**config.mk**
```make
export PLATFORM = sky130hd
export DESIGN_NAME = burst_wrap_dpd_top
export DESIGN_NICKNAME = d
export VERILOG_FILES = /design/src/burst_wrap_pkg.sv /design/src/burst_wrap_dpd_top.sv /design/src/power_mode_ctl.sv /design/src/wrap_addr_gen.sv
export VERILOG_INCLUDE_DIRS = /design/src
export SDC_FILE = /design/constraint.sdc
export NUM_CORES = 1
export LEC_CHECK = 0
export ABC_AREA = 1
export BUFFER_PORTS_ARGS = -buffer_cell sky130_fd_sc_hd__buf_2
export CAP_MARGIN = 30
export CORE_MARGIN = 2
export CORE_UTILIZATION = 45
export DETAILED_ROUTE_END_ITERATION = 6
export PLACE_DENSITY = 0.74
export SLEW_MARGIN = 30
export SYNTH_ARGS = -nofsm -noshare
export SYNTH_HDL_FRONTEND = slang
export SYNTH_HIERARCHICAL = 1
export SYNTH_SLANG_ARGS = --single-unit
```
**constraint.sdc**
```tcl
create_clock -name ref_clk_i -period 2.8 [get_ports ref_clk_i]
set_input_delay 0.28 -clock ref_clk_i [delete_from_list [all_inputs] [get_ports ref_clk_i]]
set_output_delay 0.28 -clock ref_clk_i [all_outputs]
set_load 0.02 [all_outputs]
```
**src/bw_defs.svh**
```systemverilog
`ifndef BW_DEFS_SVH
`define BW_DEFS_SVH

// register offsets on the plain register port
`define BW_OFS_NONVOL 4'h0
`define BW_OFS_VOL 4'h1
`define BW_OFS_STATUS 4'h2

// field positions inside the fourth configuration register
`define BW_BIT_WRAP_EN 4
`define BW_BIT_SLEEP_SEL 2
`define BW_LEN_HI 1
`define BW_LEN_LO 0

// status register bits
`define BW_ST_SLEEP 0
`define BW_ST_READ 1
`define BW_ST_POR 2

// factory default: impedance 101, wrap off, ecc 1, standby after power-on, 8 bytes
`define BW_CFG_RESET 8'hA8
// volatile copy: the power-on sleep select bit is read only
`define BW_VOL_WMASK 8'hFB

// wrap length codes and group masks
`define BW_LEN_8 2'h0
`define BW_LEN_16 2'h1
`define BW_LEN_32 2'h2
`define BW_LEN_64 2'h3
`define BW_MASK_8 32'h0000_0007
`define BW_MASK_16 32'h0000_000F
`define BW_MASK_32 32'h0000_001F
`define BW_MASK_64 32'h0000_003F
`define BW_ADDR_ONE 32'h0000_0001

`endif

```
**src/burst_wrap_pkg.sv**
```systemverilog
`include "bw_defs.svh"

package burst_wrap_pkg;

   typedef enum logic [1:0] {PWR_POR, PWR_STANDBY, PWR_SLEEP} power_state_e;

   typedef struct packed {
      logic en;
      logic [1:0] len;
   } wrap_cfg_s;

   typedef struct packed {
      logic start;
      logic next;
      logic stop;
      logic [31:0] addr;
   } rd_req_s;

   // low-order bits that move inside one wrap group
   function automatic logic [31:0] wrap_mask(input logic [1:0] len);
      logic [31:0] m;
      m = `BW_MASK_8;
      unique case (len)
         `BW_LEN_8: m = `BW_MASK_8;
         `BW_LEN_16: m = `BW_MASK_16;
         `BW_LEN_32: m = `BW_MASK_32;
         `BW_LEN_64: m = `BW_MASK_64;
      endcase
      return m;
   endfunction

   // next byte address: linear, or modulo the group with upper bits frozen
   function automatic logic [31:0] next_read_addr(input logic [31:0] a,
                                                  input wrap_cfg_s cfg);
      logic [31:0] m;
      logic [31:0] inc;
      m = wrap_mask(cfg.len);
      inc = a + `BW_ADDR_ONE;
      if (cfg.en) begin
         return (a & ~m) | (inc & m);
      end
      return inc;
   endfunction

endpackage

```
**src/burst_wrap_dpd_top.sv**
```systemverilog
// =====================================================
//
// Decided for this implementation: the register offsets and strobed register access.

`timescale 1ns/100ps
`default_nettype none

`include "bw_defs.svh"

module burst_wrap_dpd_top (
   input wire logic ref_clk_i, // 10 MHz system clock
   input wire logic rst_n_i, // synchronous reset, active low
   input wire logic por_n_i, // power-on reset pin, active low
   input wire logic hw_rst_n_i, // hardware reset pin, active low
   input wire logic cs_n_i, // chip select pin, active low
   input wire logic [3:0] reg_addr_i, // register address
   input wire logic [7:0] reg_wdata_i, // register write data
   input wire logic reg_wr_i, // register write strobe
   input wire logic reg_rd_i, // register read strobe
   input wire burst_wrap_pkg::rd_req_s rd_req_i, // read start/advance/stop
   output logic [7:0] reg_rdata_o, // read data, cycle after strobe
   output logic [31:0] rd_addr_o, // current read byte address
   output logic rd_active_o, // read in progress
   output logic deep_sleep_o, // deep sleep state
   output logic standby_o // standby state
);

   // =====================================================
   // pin synchronisers
   logic por_s1;
   logic por_s2;
   logic hw_s1;
   logic hw_s2;
   logic cs_s1;
   logic cs_s2;
   logic cs_s3;

   always_ff @(posedge ref_clk_i) begin
      if (!rst_n_i) begin
         por_s1 <= 1'b0;
         por_s2 <= 1'b0;
      end else begin
         por_s1 <= por_n_i;
         por_s2 <= por_s1;
      end
   end

   always_ff @(posedge ref_clk_i) begin
      if (!rst_n_i) begin
         hw_s1 <= 1'b1;
         hw_s2 <= 1'b1;
      end else begin
         hw_s1 <= hw_rst_n_i;
         hw_s2 <= hw_s1;
      end
   end

   always_ff @(posedge ref_clk_i) begin
      if (!rst_n_i) begin
         cs_s1 <= 1'b1;
         cs_s2 <= 1'b1;
         cs_s3 <= 1'b1;
      end else begin
         cs_s1 <= cs_n_i;
         cs_s2 <= cs_s1;
         cs_s3 <= cs_s2;
      end
   end

   logic hw_rst;
   logic cs_rise;

   assign hw_rst = !hw_s2;
   // pulse complete: chip select returns high after having been low
   assign cs_rise = cs_s2 && !cs_s3;

   // =====================================================
   // configuration registers
   logic [7:0] config_four_nonvolatile;
   logic [7:0] config_four_volatile;
   burst_wrap_pkg::power_state_e pwr_state;
   logic reload;

   // volatile copy is reloaded while power-on or hardware reset is active
   assign reload = (pwr_state == burst_wrap_pkg::PWR_POR) || hw_rst;

   always_ff @(posedge ref_clk_i) begin
      if (!rst_n_i) begin
         config_four_nonvolatile <= `BW_CFG_RESET;
      end else if (reg_wr_i && reg_addr_i == `BW_OFS_NONVOL) begin
         config_four_nonvolatile <= reg_wdata_i;
      end
   end

   always_ff @(posedge ref_clk_i) begin
      if (!rst_n_i) begin
         config_four_volatile <= `BW_CFG_RESET;
      end else if (reload) begin
         config_four_volatile <= config_four_nonvolatile;
      end else if (reg_wr_i && reg_addr_i == `BW_OFS_VOL) begin
         config_four_volatile <= (reg_wdata_i & `BW_VOL_WMASK) |
                                 (config_four_volatile & ~`BW_VOL_WMASK);
      end
   end

   burst_wrap_pkg::wrap_cfg_s wrap_cfg;

   always_comb begin
      wrap_cfg.en = config_four_volatile[`BW_BIT_WRAP_EN];
      wrap_cfg.len = config_four_volatile[`BW_LEN_HI:`BW_LEN_LO];
   end

   // =====================================================
   // power state
   power_mode_ctl u_power (
      .ref_clk_i(ref_clk_i),
      .rst_n_i(rst_n_i),
      .por_done_i(por_s2),
      .hw_rst_i(hw_rst),
      .cs_wake_i(cs_rise),
      .sleep_sel_i(config_four_nonvolatile[`BW_BIT_SLEEP_SEL]),
      .state_o(pwr_state)
   );

   always_ff @(posedge ref_clk_i) begin
      if (!rst_n_i) begin
         deep_sleep_o <= 1'b0;
         standby_o <= 1'b0;
      end else begin
         deep_sleep_o <= (pwr_state == burst_wrap_pkg::PWR_SLEEP);
         standby_o <= (pwr_state == burst_wrap_pkg::PWR_STANDBY);
      end
   end

   // =====================================================
   // read address sequencing
   logic rd_allow;

   // reads only in standby and outside hardware reset
   assign rd_allow = (pwr_state == burst_wrap_pkg::PWR_STANDBY) && !hw_rst;

   wrap_addr_gen u_addr (
      .ref_clk_i(ref_clk_i),
      .rst_n_i(rst_n_i),
      .allow_i(rd_allow),
      .req_i(rd_req_i),
      .cfg_i(wrap_cfg),
      .addr_o(rd_addr_o),
      .active_o(rd_active_o)
   );

   // =====================================================
   // register read port
   logic [7:0] status;

   always_comb begin
      status = '0;
      status[`BW_ST_SLEEP] = (pwr_state == burst_wrap_pkg::PWR_SLEEP);
      status[`BW_ST_READ] = rd_active_o;
      status[`BW_ST_POR] = (pwr_state == burst_wrap_pkg::PWR_POR);
   end

   always_ff @(posedge ref_clk_i) begin
      if (!rst_n_i) begin
         reg_rdata_o <= '0;
      end else if (reg_rd_i) begin
         unique case (reg_addr_i)
            `BW_OFS_NONVOL: reg_rdata_o <= config_four_nonvolatile;
            `BW_OFS_VOL: reg_rdata_o <= config_four_volatile;
            `BW_OFS_STATUS: reg_rdata_o <= status;
            default: reg_rdata_o <= '0;
         endcase
      end else begin
         reg_rdata_o <= '0;
      end
   end

   // =====================================================
   // checks
   logic rd_go;
   logic rd_adv;
   burst_wrap_pkg::wrap_cfg_s chk_cfg;
   logic [31:0] chk_mask;

   assign rd_go = rd_allow && rd_req_i.start;
   assign rd_adv = rd_allow && rd_active_o && rd_req_i.next && !rd_req_i.stop
                   && !rd_req_i.start;

   always_ff @(posedge ref_clk_i) begin
      if (!rst_n_i) begin
         chk_cfg <= '0;
      end else if (rd_go) begin
         chk_cfg <= wrap_cfg;
      end
   end

   assign chk_mask = burst_wrap_pkg::wrap_mask(chk_cfg.len);
endmodule

`default_nettype wire

```
**src/power_mode_ctl.sv**
```systemverilog
`timescale 1ns/100ps
`default_nettype none

module power_mode_ctl (
   input wire logic ref_clk_i, // system clock
   input wire logic rst_n_i, // synchronous reset, active low
   input wire logic por_done_i, // power-on reset finished (synchronised)
   input wire logic hw_rst_i, // hardware reset pin asserted (synchronised)
   input wire logic cs_wake_i, // one-cycle pulse: chip select pulse completed
   input wire logic sleep_sel_i, // sleep after power-on selection
   output burst_wrap_pkg::power_state_e state_o // current power state
);

   // =====================================================
   // power state
   always_ff @(posedge ref_clk_i) begin
      if (!rst_n_i) begin
         state_o <= burst_wrap_pkg::PWR_POR;
      end else begin
         unique case (state_o)
            burst_wrap_pkg::PWR_POR: begin
               if (por_done_i) begin
                  state_o <= sleep_sel_i ? burst_wrap_pkg::PWR_SLEEP
                                         : burst_wrap_pkg::PWR_STANDBY;
               end
            end
            burst_wrap_pkg::PWR_STANDBY: begin
               state_o <= burst_wrap_pkg::PWR_STANDBY;
            end
            burst_wrap_pkg::PWR_SLEEP: begin
               if (hw_rst_i || cs_wake_i) begin
                  state_o <= burst_wrap_pkg::PWR_STANDBY;
               end
            end
            default: begin
               state_o <= burst_wrap_pkg::PWR_POR;
            end
         endcase
      end
   end

endmodule

`default_nettype wire

```
**src/wrap_addr_gen.sv**
```systemverilog
`timescale 1ns/100ps
`default_nettype none

module wrap_addr_gen (
   input wire logic ref_clk_i, // system clock
   input wire logic rst_n_i, // synchronous reset, active low
   input wire logic allow_i, // reads permitted (standby, not in reset)
   input wire burst_wrap_pkg::rd_req_s req_i, // read start/advance/stop
   input wire burst_wrap_pkg::wrap_cfg_s cfg_i, // wrap settings from register
   output logic [31:0] addr_o, // current byte address
   output logic active_o // read in progress
);

   burst_wrap_pkg::wrap_cfg_s cfg_q;

   // =====================================================
   // read sequencing
   always_ff @(posedge ref_clk_i) begin
      if (!rst_n_i) begin
         active_o <= 1'b0;
      end else if (allow_i && req_i.start) begin
         active_o <= 1'b1;
      end else if (!allow_i || req_i.stop) begin
         active_o <= 1'b0;
      end
   end

   // settings are caught at read start so a mid-read write cannot split a group
   always_ff @(posedge ref_clk_i) begin
      if (!rst_n_i) begin
         cfg_q <= '0;
      end else if (allow_i && req_i.start) begin
         cfg_q <= cfg_i;
      end
   end

   // =====================================================
   // address counter
   always_ff @(posedge ref_clk_i) begin
      if (!rst_n_i) begin
         addr_o <= '0;
      end else if (allow_i && req_i.start) begin
         addr_o <= req_i.addr;
      end else if (allow_i && active_o && req_i.next && !req_i.stop) begin
         addr_o <= burst_wrap_pkg::next_read_addr(addr_o, cfg_q);
      end
   end

endmodule

`default_nettype wire

```
==> insert_results.sql <==
INSERT INTO impl_metrics (metric_group, metric, value, unit) VALUES
('worst_setup_path', 'worstPathArrival', '2660', 'ps'),
('yosys', 'syn-instance-count', '623', ''),
('clock_network', 'cts_tree', 'built', ''),
('sta', 'worst_slew_margin_rel', '0.575', ''),
('worst_setup_path', 'critPathMaxFanout', '27', ''),
('worst_setup_path', 'max_stage_delay', '500', 'ps'),
('layout', 'register_area', '1420', 'µm²'),
('grt', 'number_of_antenna_violations_at_the_first_check_in_global_routing', '1', ''),
('sta', 'fin_tns_setup', '0', 'ps'),
('floorplan', 'dieHeight', '99.6', 'µm'),
('worst_setup_path', 'rr_worst_depth', '10', ''),
('placed_design', 'place.port_buffers', '96', ''),
('detailed_routing', 'route.detailed.wl_per_inst', '12.7', 'µm'),
('placed_design', 'pre_cts_ws', '399', 'ps'),
('grt', 'first_global_vias', '4109', ''),
('clock_network', 'cts_max_level', '3', ''),
('sta', 'report.final.slew_viol_count', '0', ''),
('sta', 'whs', '103', 'ps'),
('sta', 'fmax', '0.420', 'GHz'),
('clock_network', 'insertion_delay', '350', 'ps'),
('yosys', 'synth.yosys.seq_area_share', '0.346', ''),
('layout', 'antenna_cells', '0', ''),
('clock_network', 'clk_path_buf_depth', '2', ''),
('floorplan', 'die_x', '99.6', 'µm'),
('grt', 'maximum_number_of_pins_on_one_net_before_global_route_repair', '35', ''),
('clock_network', 'clock-root-buffer', 'clkbuf_8', ''),
('worst_setup_path', 'cp_top_delay_family', 'simple AND/OR/NAND/NOR gates', ''),
('sta', 'setup-violations-final', '0', ''),
('worst_setup_path', 'worst_path_max_delay_cell', 'dfxtp_1', ''),
('worst_setup_path', 'crit_path_frequent_cell', 'inv_4', ''),
('yosys', 'yosys.area.top_type_share', '0.346', ''),
('layout', 'final_design_area_no_fill', '4820', 'µm²'),
('pwr', 'vdd_ir_drop_max', '402', 'µV'),
('outcome', 'run_status', 'completed', ''),
('worst_setup_path', 'r2r_slack', '420', 'ps'),
('layout', 'finalNonFillerCells', '828', ''),
('worst_setup_path', 'end_kind', 'flip-flop', ''),
('sta', 'setup_ws', '418', 'ps'),
('worst_setup_path', 'crit_type', 'flip-flop to flip-flop', ''),
('grt', 'grt_remaining_overflow', '0', ''),
('placed_design', 'numPlacedInstances', '812', ''),
('detailed_routing', 'remaining_drc_errors', '0', ''),
('clock_network', 'cts_buffers', '9', ''),
('layout', 'area_growth_syn_to_layout', '17.3', '%'),
('sta', 'min_period_over_period', '0.851', ''),
('floorplan', 'placementRows', '34', ''),
('sta', 'finalHoldViolCount', '0', ''),
('worst_setup_path', 'worst_ep_required_time', '3080', 'ps'),
('grt', 'grt_first_pass_wirelength', '18100', 'µm'),
('detailed_routing', 'route.antenna.remaining_nets', '0', ''),
('yosys', 'syn_area_per_cell', '6.60', 'µm²'),
('job', 'drv_cap', '0', ''),
('placed_design', 'gpl_wtd_cong', '0.958', ''),
('layout', 'layout-drive-gt1-share', '0.239', ''),
('yosys', 'yosys_warnings', '6', ''),
('floorplan', 'core_region_area', '8810', 'µm²'),
('clock_network', 'post_cts_resize_count', '0', ''),
('floorplan', 'design.portCount', '97', ''),
('yosys', 'mapped_nets', '681', ''),
('worst_setup_path', 'cells_traversed_along_the_worst_timing_path', 'inv_1 -> nor3_1 -> nand2_2 -> inv_4 -> nor2_2 -> inv_2 -> nand2_4 -> inv_4 -> o21ai_0 -> a21oi_1', ''),
('min_path', 'timing.hold.worst.class', 'input pin to flip-flop', ''),
('yosys', 'mappedNetlistArea', '4110', 'µm²'),
('worst_setup_path', 'regToRegEndpoint', 'u_addr/addr_o[8]', ''),
('min_path', 'min_delay_worst_endpoint', 'hw_s1', ''),
('detailed_routing', 'vias_per_cell', '5.16', ''),
('min_path', 'whs_path_depth', '2', ''),
('yosys', 'most_area_hungry_cell_type_in_the_yosys_netlist', 'dfxtp_1', ''),
('worst_setup_path', 'crit_buf_inv', '4', ''),
('clock_network', 'cts-hold-fix-buffers', '0', ''),
('pwr', 'report.power.total', '3.53', 'mW'),
('floorplan', 'floorplan.die_area', '9920', 'µm²');
==> cell usage in the layout (no fill, tap or decap), types with 6 or more instances in the layout <==
cell	n
nor2_2	6
inv_2	6
buf_2	96
o21ai_0	23
a21oi_2	6
nand2_1	160
inv_1	60
dfxtp_1	71
nand2_2	10
nor2_4	14
clkbuf_8	9
nand3_1	72
o21ai_1	21
nor2_1	54
a21oi_1	62
==> cell type report <==
cell class / instances / area share
clock buffers: 9 / 0.0257
clock inverters: 7 / 0.0119
inverters: 69 / 0.0553
multi-input cells: 465 / 0.480
flip-flops and latches: 71 / 0.295
well taps: 108 / 0.0280
repair buffers: 99 / 0.104
==> worst max path at each step <==
| stage | endpoint | cells past startpoint | from | slack, ps |
|---|---|---|---|---|
| finish | u_addr/addr_o[8] | 10 | u_power/state_o[0] | 420 |
| global route | u_addr/addr_o[7] | 10 | u_power/state_o[0] | 140 |
| CTS | u_addr/addr_o[12] | 9 | u_power/state_o[0] | 390 |
| detailed placement | u_addr/addr_o[12] | 9 | u_power/state_o[0] | 400 |
| global placement | u_addr/addr_o[12] | 9 | u_power/state_o[0] | 500 |
| floorplan | u_addr/addr_o[15] | 8 | u_power/state_o[0] | 1070 |
==> report_power, final <==
group | switching, mW | internal (mW)
sequential | 0.218 | 1.20
clock | 0.437 | 0.330
combinational | 0.877 | 0.469
==> logic make-up after synthesis <==
kind of cell | after synthesis | synth area share
compound gates | 118 | 0.152
xor+xnor | 1 | 0.00213
fa+ha+maj | 4 | 0.0122
buf+inv | 87 | 0.0925
flops | 71 | 0.346
simple gates | 342 | 0.395
==> state kept, by name (all words and copies together) (netlist names), named ones only <==
name,count
cs_s2,1
config_four_nonvolatile,8
hw_s1,1
u_power/state_o,2
config_four_volatile,8
u_addr/addr_o,29
por_s1,1
deep_sleep_o,1
u_addr/active_o,1
cs_s3,1
cs_s1,1
hw_s2,1
por_s2,1
reg_rdata_o,8
standby_o,1
u_addr/cfg_q,3
==> routing by layer <==
metal	track usage	up-vias	routed length, µm
met5	0	-	11
met2	0.388	147	5100
li1	-	2202	-
met3	0.0513	22	711
met1	0.267	1900	4540
met4	0.0706	2	152
==> cell usage after synthesis (all sizes together) <==
cell type,count
and2,1
nand3,74
dfxtp,71
clkbuf,5
nand2,173
or2,9
inv,69
nor2,75
nand4,4
a31oi,2
ha,4
xnor2,1
nand3b,1
a21oi,68
o21bai,1
o21ai,45
buf,13
a211oi,1
o211ai,1
nor3,5
Power figures use the tool's default switching activity.
